<file path="src/shared/ssc_pkg.sv">
// constants shared by both ends of the serial command link
// assumes a 250 MHz system clock on both ends
package ssc_pkg;
  // ----------------------------------------
  // command codes
  // ----------------------------------------
  localparam logic [7:0] SSC_BURST_READ_CMD  = 8'h81;
  localparam logic [7:0] SSC_BURST_WRITE_CMD = 8'h06;
  localparam logic [7:0] SSC_STATE_QUERY_CMD = 8'h0a;
  localparam logic [7:0] SSC_STATE_CLEAR_CMD = 8'h08;
  localparam logic [7:0] SSC_SETUP_READ_CMD  = 8'h02;
  localparam logic [7:0] SSC_SETUP_WRITE_CMD = 8'h04;
  // ----------------------------------------
  // serial_port_state bit positions
  // ----------------------------------------
  localparam int SSC_SETUP_OK_BIT      = 1;
  localparam int SSC_BUF_READY_BIT     = 2;
  localparam int SSC_READ_FAULT_BIT    = 3;
  localparam int SSC_WRITE_FAULT_BIT   = 4;
  localparam int SSC_DONE_BIT          = 5;
  localparam int SSC_TIMEOUT_BIT       = 6;
  localparam int SSC_BAD_CMD_BIT       = 7;
  localparam logic [7:0] SSC_STATE_RESET = 8'h00;
  // ----------------------------------------
  // timing
  // ----------------------------------------
  localparam int SSC_CLK_MHZ           = 250;
  localparam int SSC_TIMEOUT_NS_X100   = 3175000;
  localparam int SSC_TIMEOUT_CYCLES    = (SSC_TIMEOUT_NS_X100 / 100) * SSC_CLK_MHZ / 1000;
  localparam int SSC_SCK_MAX_KHZ       = 2000;
  localparam int SSC_SCK_HALF_CYCLES   = (SSC_CLK_MHZ * 1000 + 2 * SSC_SCK_MAX_KHZ - 1)
                                         / (2 * SSC_SCK_MAX_KHZ);
  localparam int SSC_GAP_NS            = 1000;
  localparam int SSC_GAP_CYCLES        = (SSC_GAP_NS * SSC_CLK_MHZ + 999) / 1000;
  localparam int SSC_MEM_BYTES         = 256;
  // ----------------------------------------
  // host order register map (byte offsets)
  // ----------------------------------------
  localparam logic [7:0] SSC_H_CTRL_OFS   = 8'h00;
  localparam logic [7:0] SSC_H_LEN_OFS    = 8'h04;
  localparam logic [7:0] SSC_H_TXDATA_OFS = 8'h08;
  localparam logic [7:0] SSC_H_STATUS_OFS = 8'h0c;
  localparam logic [7:0] SSC_H_RXDATA_OFS = 8'h10;
  localparam logic [31:0] SSC_H_ZERO      = 32'h0000_0000;
endpackage : ssc_pkg

</file>
<file path="src/shared/ssc_link_if.sv">
// serial link between host master end and device slave end
// assumes the bench supplies hclk and hresetn of both ends
`timescale 1ns/100ps
`default_nettype none
interface ssc_link_if;
  logic sck;
  logic chip_select_low;
  logic mosi;
  logic miso;
  logic miso_oe;
  modport host (output sck, output chip_select_low, output mosi, input miso);
  modport dev  (input sck, input chip_select_low, input mosi, output miso, output miso_oe);
endinterface : ssc_link_if
`default_nettype wire

</file>
<file path="src/hdl/ssc_device.sv">
// device end: serial slave command decoder, memory and state register
// assumes link pins are asynchronous to hclk and the master keeps sck low at idle
//
// Summary of operation
// - chip select falling edge starts frame
// - first byte of frame is command
// - master changes mosi while sck low
// - device shifts out on falling edge
// - bytes go least significant bit first
// - setup read takes address and length
// - setup write takes address and length
// - burst read sends, burst write accepts
// - state query returns state byte
// - state clear byte clears fault flags
// - bit 1 shows setup succeeded
// - bit 2 ready, cleared by new setup
// - bit 3 read fault, sticky
// - bit 4 write fault, sticky
// - bit 5 done, cleared by new setup
// - bit 6 idle timeout, sticky
// - bit 7 bad command, cleared by good
// - master polls state each step
// - master clears fault then polls zero
// - serial clock at most 2 MHz
// - only selected port is active
`timescale 1ns/100ps
`default_nettype none
module ssc_device
  import ssc_pkg::*;
(
  input  wire logic   hclk,
  input  wire logic   hresetn,
  input  wire logic   port_select_spi,
  ssc_link_if.dev     link,
  output logic [7:0]  state_out,
  output logic [15:0] mem_addr_out
);
  // ----------------------------------------
  // types and state
  // ----------------------------------------
  typedef enum logic [3:0] {
    SSC_IDLE = 4'b0001, SSC_CMD = 4'b0010, SSC_ARG = 4'b0100, SSC_DATA = 4'b1000
  } ssc_dev_e;
  ssc_dev_e    st_reg, st_next;
  logic [2:0]  sck_sync_reg, cs_sync_reg, mosi_sync_reg;
  logic [2:0]  sck_sync_next, cs_sync_next, mosi_sync_next;
  logic        sel_reg, sel_next, sel_done_reg, sel_done_next;
  logic [1:0]  ps_sync_reg, ps_sync_next, sel_wait_reg, sel_wait_next;
  logic [7:0]  rx_sh_reg, rx_sh_next, tx_sh_reg, tx_sh_next;
  logic [2:0]  bit_cnt_reg, bit_cnt_next;
  logic [7:0]  cmd_reg, cmd_next;
  logic [1:0]  arg_cnt_reg, arg_cnt_next;
  logic [15:0] addr_reg, addr_next, len_reg, len_next;
  logic [15:0] cur_reg, cur_next, left_reg, left_next;
  logic        cfg_rd_reg, cfg_rd_next, cfg_wr_reg, cfg_wr_next;
  logic        bad_burst_reg, bad_burst_next;
  logic [7:0]  state_reg, state_next;
  logic        miso_reg, miso_next;
  logic [31:0] idle_cnt_reg, idle_cnt_next;
  logic [7:0]  mem [SSC_MEM_BYTES];
  logic        mem_we;
  logic        sck_rise, sck_fall, cs_fall, cs_rise, cs_act, rxd;
  logic [7:0]  byte_in;
  // ----------------------------------------
  // helpers
  // ----------------------------------------
  function automatic logic valid_cmd(input logic [7:0] c);
    valid_cmd = (c == SSC_BURST_READ_CMD) || (c == SSC_BURST_WRITE_CMD) ||
                (c == SSC_STATE_QUERY_CMD) || (c == SSC_STATE_CLEAR_CMD) ||
                (c == SSC_SETUP_READ_CMD) || (c == SSC_SETUP_WRITE_CMD);
  endfunction : valid_cmd
  assign sck_rise = sck_sync_reg[1] & ~sck_sync_reg[2];
  assign sck_fall = ~sck_sync_reg[1] & sck_sync_reg[2];
  assign cs_fall  = ~cs_sync_reg[1] & cs_sync_reg[2];
  assign cs_rise  = cs_sync_reg[1] & ~cs_sync_reg[2];
  assign cs_act   = ~cs_sync_reg[1] & sel_reg;
  assign rxd      = mosi_sync_reg[1];
  assign byte_in  = {rxd, rx_sh_reg[7:1]};
  assign link.miso    = miso_reg;
  assign link.miso_oe = cs_act;
  assign state_out    = state_reg;
  assign mem_addr_out = cur_reg;
  // ----------------------------------------
  // next state
  // ----------------------------------------
  always_comb begin
    sck_sync_next  = {sck_sync_reg[1:0], link.sck};
    cs_sync_next   = {cs_sync_reg[1:0], link.chip_select_low};
    mosi_sync_next = {mosi_sync_reg[1:0], link.mosi};
    ps_sync_next   = {ps_sync_reg[0], port_select_spi};
    sel_wait_next  = {sel_wait_reg[0], 1'b1};
    sel_next       = sel_reg;
    sel_done_next  = sel_done_reg | sel_wait_reg[1];
    if (!sel_done_reg && sel_wait_reg[1]) begin
      sel_next = ps_sync_reg[1];
    end
    st_next        = st_reg;
    rx_sh_next     = rx_sh_reg;
    tx_sh_next     = tx_sh_reg;
    bit_cnt_next   = bit_cnt_reg;
    cmd_next       = cmd_reg;
    arg_cnt_next   = arg_cnt_reg;
    addr_next      = addr_reg;
    len_next       = len_reg;
    cur_next       = cur_reg;
    left_next      = left_reg;
    cfg_rd_next    = cfg_rd_reg;
    cfg_wr_next    = cfg_wr_reg;
    bad_burst_next = bad_burst_reg;
    state_next     = state_reg;
    miso_next      = miso_reg;
    mem_we         = 1'b0;
    idle_cnt_next  = idle_cnt_reg;
    // idle timeout during an open transfer
    if (st_reg == SSC_ARG || st_reg == SSC_DATA) begin
      if (sck_rise || sck_fall) begin
        idle_cnt_next = '0;
      end else if (idle_cnt_reg >= 32'(SSC_TIMEOUT_CYCLES)) begin
        state_next[SSC_TIMEOUT_BIT] = 1'b1;
      end else begin
        idle_cnt_next = idle_cnt_reg + 32'd1;
      end
    end else begin
      idle_cnt_next = '0;
    end
    if (cs_fall && sel_reg) begin
      st_next      = SSC_CMD;
      bit_cnt_next = '0;
      tx_sh_next   = state_reg;
    end else if (!cs_act) begin
      st_next = SSC_IDLE;
    end else begin
      if (sck_fall) begin
        miso_next  = tx_sh_reg[0];
        tx_sh_next = {1'b0, tx_sh_reg[7:1]};
      end
      if (sck_rise) begin
        rx_sh_next   = byte_in;
        bit_cnt_next = bit_cnt_reg + 3'd1;
        if (bit_cnt_reg == 3'd7) begin
          unique case (st_reg)
            SSC_CMD: begin
              cmd_next     = byte_in;
              arg_cnt_next = '0;
              st_next      = SSC_ARG;
              if (!valid_cmd(byte_in)) begin
                state_next[SSC_BAD_CMD_BIT] = 1'b1;
                st_next = SSC_IDLE;
              end else begin
                state_next[SSC_BAD_CMD_BIT] = 1'b0;
                if (byte_in == SSC_SETUP_READ_CMD || byte_in == SSC_SETUP_WRITE_CMD) begin
                  state_next[SSC_BUF_READY_BIT] = 1'b0;
                  state_next[SSC_DONE_BIT]      = 1'b0;
                  state_next[SSC_SETUP_OK_BIT]  = 1'b0;
                  cfg_rd_next = 1'b0;
                  cfg_wr_next = 1'b0;
                end
                if (byte_in == SSC_STATE_QUERY_CMD) begin
                  tx_sh_next = state_reg;
                end
                if (byte_in == SSC_BURST_READ_CMD) begin
                  bad_burst_next = ~cfg_rd_reg;
                  cur_next       = addr_reg;
                  left_next      = len_reg;
                  tx_sh_next     = mem[addr_reg[7:0]];
                  if (!cfg_rd_reg) begin
                    state_next[SSC_READ_FAULT_BIT] = 1'b1;
                  end
                end
                if (byte_in == SSC_BURST_WRITE_CMD) begin
                  bad_burst_next = ~cfg_wr_reg;
                  cur_next       = addr_reg;
                  left_next      = len_reg;
                  if (!cfg_wr_reg) begin
                    state_next[SSC_WRITE_FAULT_BIT] = 1'b1;
                  end
                end
              end
            end
            SSC_ARG: begin
              if (cmd_reg == SSC_SETUP_READ_CMD || cmd_reg == SSC_SETUP_WRITE_CMD) begin
                arg_cnt_next = arg_cnt_reg + 2'd1;
                unique case (arg_cnt_reg)
                  2'd0: addr_next[7:0]  = byte_in;
                  2'd1: addr_next[15:8] = byte_in;
                  2'd2: len_next[7:0]   = byte_in;
                  2'd3: begin
                    len_next[15:8] = byte_in;
                    cfg_rd_next = (cmd_reg == SSC_SETUP_READ_CMD);
                    cfg_wr_next = (cmd_reg == SSC_SETUP_WRITE_CMD);
                    state_next[SSC_SETUP_OK_BIT]  = 1'b1;
                    state_next[SSC_BUF_READY_BIT] = 1'b1;
                    st_next = SSC_IDLE;
                  end
                endcase
              end else if (cmd_reg == SSC_STATE_CLEAR_CMD) begin
                state_next[SSC_READ_FAULT_BIT]  = 1'b0;
                state_next[SSC_WRITE_FAULT_BIT] = 1'b0;
                state_next[SSC_TIMEOUT_BIT]     = 1'b0;
                st_next = SSC_IDLE;
              end else if (cmd_reg == SSC_BURST_READ_CMD ||
                           cmd_reg == SSC_BURST_WRITE_CMD) begin
                st_next = SSC_DATA;
              end else begin
                st_next = SSC_IDLE;
              end
            end
            default: begin
            end
          endcase
          if (st_reg == SSC_DATA || (st_reg == SSC_ARG &&
              (cmd_reg == SSC_BURST_READ_CMD || cmd_reg == SSC_BURST_WRITE_CMD))) begin
            if (!bad_burst_reg && left_reg != 16'd0) begin
              mem_we    = (cmd_reg == SSC_BURST_WRITE_CMD);
              cur_next  = cur_reg + 16'd1;
              left_next = left_reg - 16'd1;
              tx_sh_next = mem[8'(cur_reg + 16'd1)];
              if (left_reg == 16'd1) begin
                state_next[SSC_DONE_BIT]      = 1'b1;
                state_next[SSC_BUF_READY_BIT] = 1'b0;
                cfg_rd_next = 1'b0;
                cfg_wr_next = 1'b0;
              end
            end
          end
        end
      end
    end
    // frame closed early during a burst
    if (cs_rise && st_reg == SSC_DATA && !bad_burst_reg && left_reg != 16'd0) begin
      if (cmd_reg == SSC_BURST_READ_CMD) begin
        state_next[SSC_READ_FAULT_BIT] = 1'b1;
      end else begin
        state_next[SSC_WRITE_FAULT_BIT] = 1'b1;
      end
    end
  end
  // ----------------------------------------
  // registers
  // ----------------------------------------
  always_ff @(posedge hclk or negedge hresetn) begin
    if (!hresetn) begin
      st_reg <= SSC_IDLE;
      sck_sync_reg <= '0;
      cs_sync_reg <= 3'b111;
      mosi_sync_reg <= '0;
      sel_reg <= 1'b0;
      sel_done_reg <= 1'b0;
      ps_sync_reg <= '0;
      sel_wait_reg <= '0;
      rx_sh_reg <= '0;
      tx_sh_reg <= '0;
      bit_cnt_reg <= '0;
      cmd_reg <= '0;
      arg_cnt_reg <= '0;
      addr_reg <= '0;
      len_reg <= '0;
      cur_reg <= '0;
      left_reg <= '0;
      cfg_rd_reg <= 1'b0;
      cfg_wr_reg <= 1'b0;
      bad_burst_reg <= 1'b0;
      state_reg <= SSC_STATE_RESET;
      miso_reg <= 1'b0;
      idle_cnt_reg <= '0;
    end else begin
      st_reg <= st_next;
      sck_sync_reg <= sck_sync_next;
      cs_sync_reg <= cs_sync_next;
      mosi_sync_reg <= mosi_sync_next;
      sel_reg <= sel_next;
      sel_done_reg <= sel_done_next;
      ps_sync_reg <= ps_sync_next;
      sel_wait_reg <= sel_wait_next;
      rx_sh_reg <= rx_sh_next;
      tx_sh_reg <= tx_sh_next;
      bit_cnt_reg <= bit_cnt_next;
      cmd_reg <= cmd_next;
      arg_cnt_reg <= arg_cnt_next;
      addr_reg <= addr_next;
      len_reg <= len_next;
      cur_reg <= cur_next;
      left_reg <= left_next;
      cfg_rd_reg <= cfg_rd_next;
      cfg_wr_reg <= cfg_wr_next;
      bad_burst_reg <= bad_burst_next;
      state_reg <= state_next;
      miso_reg <= miso_next;
      idle_cnt_reg <= idle_cnt_next;
    end
  end
  always_ff @(posedge hclk) begin
    if (mem_we) begin
      mem[cur_reg[7:0]] <= byte_in;
    end
  end
endmodule : ssc_device
`default_nettype wire

</file>
<file path="src/flat_wrapper.sv">
// flat-port wrapper written by rule: the top's interface ports become plain ports
module ssc_device_flat import ssc_pkg::*;
  (hclk, hresetn, port_select_spi, state_out, mem_addr_out, link_sck, link_chip_select_low, link_mosi, link_miso, link_miso_oe);
  ssc_link_if link_i ();
  input  wire logic hclk;
  input  wire logic hresetn;
  input  wire logic port_select_spi;
  output logic [7:0] state_out;
  output logic [15:0] mem_addr_out;
  input wire logic [$bits(link_i.sck)-1:0] link_sck;
  input wire logic [$bits(link_i.chip_select_low)-1:0] link_chip_select_low;
  input wire logic [$bits(link_i.mosi)-1:0] link_mosi;
  output wire logic [$bits(link_i.miso)-1:0] link_miso;
  output wire logic [$bits(link_i.miso_oe)-1:0] link_miso_oe;
  assign link_i.sck = link_sck;
  assign link_i.chip_select_low = link_chip_select_low;
  assign link_i.mosi = link_mosi;
  assign link_miso = link_i.miso;
  assign link_miso_oe = link_i.miso_oe;
  ssc_device u_core (.hclk(hclk), .hresetn(hresetn), .port_select_spi(port_select_spi), .link(link_i), .state_out(state_out), .mem_addr_out(mem_addr_out));
endmodule
</file>
<file path="config.mk">
export PLATFORM = sky130hd
export DESIGN_NAME = ssc_device_flat
export DESIGN_NICKNAME = d
export VERILOG_FILES = /design/src/shared/ssc_pkg.sv /design/src/shared/ssc_link_if.sv /design/src/hdl/ssc_device.sv /design/src/flat_wrapper.sv
export SDC_FILE = /design/constraint.sdc
export NUM_CORES = 2
export LEC_CHECK = 0
export ABC_AREA = 1
export BUFFER_PORTS_ARGS = -buffer_cell sky130_fd_sc_hd__buf_2
export CORE_MARGIN = 5
export CORE_UTILIZATION = 25
export DETAILED_ROUTE_END_ITERATION = 6
export PLACE_DENSITY = 0.37
export SETUP_SLACK_MARGIN = 0.1
export SYNTH_ARGS = -nofsm -noshare
export SYNTH_HDL_FRONTEND = slang
export SYNTH_SLANG_ARGS = --single-unit
</file>
<file path="constraint.sdc">
create_clock -name hclk -period 6.4 [get_ports hclk]
set_input_delay 0.64 -clock hclk [delete_from_list [all_inputs] [get_ports hclk]]
set_output_delay 0.64 -clock hclk [all_outputs]
set_load 0.02 [all_outputs]
</file>
[Word level (Yosys, flattened, before mapping)]
Memories as Yosys holds them, arrays and structs flattened.
Cells that the tools add are included.
Word-level totals
  bits in registers: 154
  memories kept: 1
  input bits: 6
  RAM bits: 2048
  output and inout bits: 26
  logic and storage cells: 215
Cells by class
  multiplexer cells: 100
  $lt $le $gt $ge: 1
  bitwise gates (word level): 13
  reduce and logical (&&, ||, !) cells: 39
  add/sub/neg operators: 5
  equal/unequal tests: 28
Memories
  u_core.mem: depth 256, bits a word 8, rd ports 2, clocked after memory_dff 0, wr ports 1, RTL line ssc_device.sv:60  | logic [7:0] mem [SSC_MEM_BYTES];
Operators with widths (number)
  $mux 16: 12
  $mux 32: 3
  $mux 8: 11
  $mux 1: 45
  $reduce_and 7->1: 5
  $add 32x1->32 const B: 1
  $eq 8x3->1 const B: 4
  $ge 32x13->1 const B: 1
  $mux 4: 8
  $eq 8x4->1 const B: 3
  $mux 6: 4
  $add 16x1->16 const B: 1
  $eq 16x1->1 const B: 1
  $eq 8x2->1 const B: 2
  $eq 8x8->1 const B: 2
  $pmux 4 s2: 2
  $reduce_bool 16->1: 1
  $sub 16x1->16 const B: 1
  $mux 2: 7
  $mux 3: 4
  $logic_or 1x1->1: 11
  $reduce_and 9->1: 1
  $reduce_and 4->1: 2
  $reduce_bool 2->1: 4
  other kinds (27): 50

[Logic depth before layout (Yosys ltp)]
  word-level depth: 17
  mapped depth: 25
  depth with buffers taken out: 18

[Least setup slack after synthesis]
OpenSTA, ideal clock, no wires.
  kind: register to register
  start point: reg u_core.rx_sh_reg[2]
  end point: reg u_core.cur_reg[7], in the netlist u_core.mem_addr_out[7]
  arrival: 5.664 ns
  path buffers: 1
  required time: 6.257 ns
  stages on the path, launching flop included: 13
  library setup time: 0.143 ns
  slack: 0.592 ns
  clock period less this slack: 5.808 ns
  cells stage by stage: dfrtp_1 > inv_1 > nand2_1 > nor3_1 > nand3_1 > inv_1 > nor2_1 > nor2_4 > nor2_1 > nor2_2 > inv_2 > clkbuf_1 > a22oi_1
On the way
  longest elaborated chain between the ends: 10
  elaborated cells between the ends (all ways): 17
  classes of those cells: eq/ne: 6; mux: 6; reduce/logical: 5
RTL lines
  from (decl): RTL line ssc_device.sv:49  | logic [7:0] rx_sh_reg, rx_sh_next, tx_sh_reg, tx_sh_next;
  from (signal assigned): RTL line ssc_device.sv:275  | rx_sh_reg <= rx_sh_next;
  $eq 8x8->1 / $eq 8x3->1 (equally long branches): RTL line ssc_device.sv:68, ssc_device.sv:161, ssc_device.sv:170
  $logic_or 1x1->1 (2 in series): RTL line ssc_device.sv:68  | valid_cmd = (c == SSC_BURST_READ_CMD) || (c == SSC_BURST_WRITE_CMD) ||
  $logic_or 1x1->1 (2 in series): RTL line ssc_device.sv:69  | (c == SSC_STATE_QUERY_CMD) || (c == SSC_STATE_CLEAR_CMD) ||
  $logic_or 1x1->1: RTL line ssc_device.sv:70  | (c == SSC_SETUP_READ_CMD) || (c == SSC_SETUP_WRITE_CMD);
  $mux 16 (*): RTL line ssc_device.sv:146  | if (!valid_cmd(byte_in)) begin
  $mux 16 (*): RTL line ssc_device.sv:141  | unique case (st_reg)
  $mux 16: RTL line ssc_device.sv:213  | if (!bad_burst_reg && left_reg != 16'd0) begin
  $mux 16 (*): RTL line ssc_device.sv:211  | if (st_reg == SSC_DATA || (st_reg == SSC_ARG &&
  to (signal assigned): RTL line ssc_device.sv:282  | cur_reg <= cur_next;
  to (decl): RTL line ssc_device.sv:54  | logic [15:0] cur_reg, cur_next, left_reg, left_next;
Every way passes the cells marked *; elsewhere a longest branch is shown, timed or not.
A chain may end at the register's enable or synchronous reset.

[Worst setup path in the final report]
  start point: reg u_core.cur_reg[0], in the netlist u_core.mem_addr_out[0]
  end point: reg u_core.tx_sh_reg[5]
On the way
  longest elaborated chain between the ends: 8
RTL lines
  $add 16x1->16
  $mem_v2 256x8
  $mux 8: RTL line ssc_device.sv:213
  $mux 8: RTL line ssc_device.sv:211
  $mux 8: RTL line ssc_device.sv:140  | if (bit_cnt_reg == 3'd7) begin
  $mux 8: RTL line ssc_device.sv:137  | if (sck_rise) begin
  $mux 8: RTL line ssc_device.sv:130  | end else if (!cs_act) begin
  $mux 8: RTL line ssc_device.sv:126  | if (cs_fall && sel_reg) begin
  to (signal assigned): RTL line ssc_device.sv:276  | tx_sh_reg <= tx_sh_next;
  to (decl): RTL line ssc_device.sv:49
No other way between the ends. The select of a mux whose other input is x is not followed.

==> metrics.txt <==
worst-margin pin slew=1.31 ns; max_cap viols=0; CORE AREA=approximately 440000 sq um; IO buf count=30; Pre-antenna DRT Iters=7; Final Hold Slack=0.344 ns; Flop pwr share=~50%; number of setup violations in the final report=0; Final Max Slew Viols=0; CTS tree=built; max_slew headroom=12.1%; FFs w/ async S/R, synth=6.95%; vias in the first global route=around 90000; fmax=between 0.15 and 0.2 GHz; Reg clk slew, reported paths=0.06 ns; status=finished, violations left; Psw=roughly 7.3 mW; syn_area_per_cell=~9.0 sq um; CP Max Fanout=90; FF+latch count, synth=~2200; Pwr per Cell Area=approximately 260 nW/um^2; row count=between 200 and 250; area grow syn2layout=13.8%; commonest non-fill, non-tap cells in the layout=nand2_1 (3513), nand3_1 (3231), edfxtp_1 (2048); initial DRC count=approximately 12000; H-tree lvl count=5; Seq/Total Area, Yosys=about 60%; Via density=5.36; syn_nets=about 12000; clock share of power=between 40 and 50%; combinational power share=between 2 and 2.5%; Die Wd=between 600 and 700 um; critical setup path kind=reg -> reg; GRT Util Overall=21.1%; io pins=32; Syn. warnings=0; Root Buffer=clkbuf_16; crit start category=register; CTS Sinks=2201; clock skew=0.0291 ns; CTS max path bufs=4; Post-CTS Setup Inserts=0; initial antenna violation count=23; worst path arrival time=6.09 ns; Post-Route WL=between 400000 and 500000 um; grt total ovfl=0; Tmin final=roughly 5.2 ns; failing checks=design-rule violations; hold_buf cts=5; mapped cell area=109000 sq um; Via Count=~95000; DR DRC count=1; HPWL after detailed placement=between 200000 and 300000 um; Post-CTS Resized=0; Internal Power=25.0 mW; Setup TNS=0 ns; share of layout cells above drive strength 1=6.03%; Initial Utilization=25.0%; EDFF count, synth=2048; Sw Ratio=22.6%; cells after synthesis=roughly 12000; Pleak=~44 nW; Die Y=672 um; Hold Path Class=reg -> reg; CP required=around 7.2 ns; flip-flop count of the largest register after layout=~2000; distinct cell type count after synthesis=51; Main synth FF type=edfxtp_1; final net count=roughly 12000; total CTS buffers=272; final hold violation count=0; first-pass GRT wire length=~700000 um; total power=32.3 mW; Peak VDD IR=approximately 0.17 mV; Final period util=between 80 and 90%; commonest non-fill, non-tap cell in the layout=nand2_1; placer's final routability congestion estimate=between 0.8 and 0.9; DRT antenna net count=0; largest net degree at the start of global routing=around 160; DIE AREA=between 400000 and 500000 sq um; average routed wire per standard cell=around 28 um; CP Capture Type=register; RSZ-0062 raised after global routing=no; clock insertion delay at the later pin of the skew report=between 0.9 and 1 ns
power by group through the flow:
| stage | registers, mW | logic, mW | clock network (mW) |
|---|---|---|---|
| floorplan | 16.6 | 0.0885 | 0 |
| global placement | 16.4 | 0.765 | 0 |
| detailed placement | 16.4 | 0.762 | 0 |
| CTS | 16.1 | 0.762 | 15.8 |
| global route | 16.1 | 0.786 | 16.3 |
| finish | 16.1 | 0.732 | 15.4 |
final timing paths:
path	slack, ns	start	end	cells after the start
max	1.15	u_core.mem_addr_out[0]	u_core.tx_sh_reg[5]	18
min	0.34	u_core.sck_sync_reg[0]	u_core.sck_sync_reg[1]	0
max reg2reg	1.15	u_core.mem_addr_out[0]	u_core.tx_sh_reg[5]	18
min reg2reg	0.34	u_core.sck_sync_reg[0]	u_core.sck_sync_reg[1]	0
max in group asynchronous	4.59	hresetn	u_core.state_out[2]	3
min in group asynchronous	0.38	hresetn	u_core.cmd_reg[1]	2
kinds of logic after synthesis:
kind of cell / share of synthesized area (%)
AND/OR/NAND/NOR: 30.4
multiplexers: 0.0286
AO/OA/AOI/OAI: 5.49
adder cells (fa/ha/maj): 0.194
buffers and inverters: 4.12
flip-flops: 59.7
XOR/XNOR: 0.0800
other: 0.00686
per-stage QoR:
stage / utilization, % / setup slack, ns / area [sq um] / instances
after floorplan: - / 0.592 / 109000 / 12200
after global placement: 26.5 / 1.07 / 116000 / 17300
after detailed placement: 26.5 / 1.20 / 116000 / 17300
after CTS: 28.5 / 1.20 / 124000 / 17800
after global routing: 28.5 / 0.979 / 125000 / 17800
final: 28.5 / 1.15 / 125000 / 17800
metal layers:
metal | vias to the layer above | global-route usage (%) | share of wire (%)
met5 | - | 0 | 0.015
met4 | 10 | 8.65 | 4.5
met3 | 920 | 3.11 | 7.7
met2 | 4978 | 33.9 | 46
met1 | 47400 | 28.6 | 42
li1 | 41900 | - | -
Yosys cell counts (3+ instances only):
library cell  instances  area share (%)
nor3_1               24            0.11
buf_4                 3           0.021
buf_1               125            0.43
xor2_1                9           0.072
nand4_1              10           0.057
clkbuf_1            714             2.4
o21ai_0             681             3.1
nor2_4                4           0.041
o31ai_1               5           0.034
nor3_4                3           0.045
nor2_1              881             3.0
o211ai_1             14           0.096
inv_2                14           0.048
buf_2               115            0.53
nand2_1            3523              12
a21oi_1             114            0.52
nand3_1            3239              15
edfxtp_1           2048              56
nor4_1                9           0.051
a31oi_1               5           0.029
o22ai_1             264             1.5
dfstp_2               4           0.096
nand2_2               6           0.034
o32ai_1               7           0.056
nor2_2                3           0.017
or2_2                 4           0.023
dfrtp_1             149             3.4
clkinv_1              4           0.014
ha_1                 17            0.19
inv_1               186            0.64
critical path: stages (launching register included):
cell,delay [ns]
dfrtp_4,0.66
inv_8,0.49
ha_4,0.45
inv_8,0.69
buf_12,0.31
o21ai_0,0.15
o22ai_1,0.17
nand2_1,0.09
nand2_1,0.12
nand2_1,0.09
nand3_1,0.14
nand2_1,0.08
nor2_1,0.37
nor2_1,0.20
nor2_1,0.49
nor2_1,0.12
nand2_1,0.11
nand2_1,0.05
a21oi_1,0.14
final cells by class:
class	count	area (sq um)
Clock buffer	361	7500
Fill cell	45400	313000
Sequential cell	2201	65400
Multi-Input combinational cell	8853	39800
Clock inverter	118	1060
Antenna cell	11	27.5
Timing Repair Buffer	268	2710
Inverter	204	820
Tap cell	5757	7200
Power figures use the tool's default switching activity.
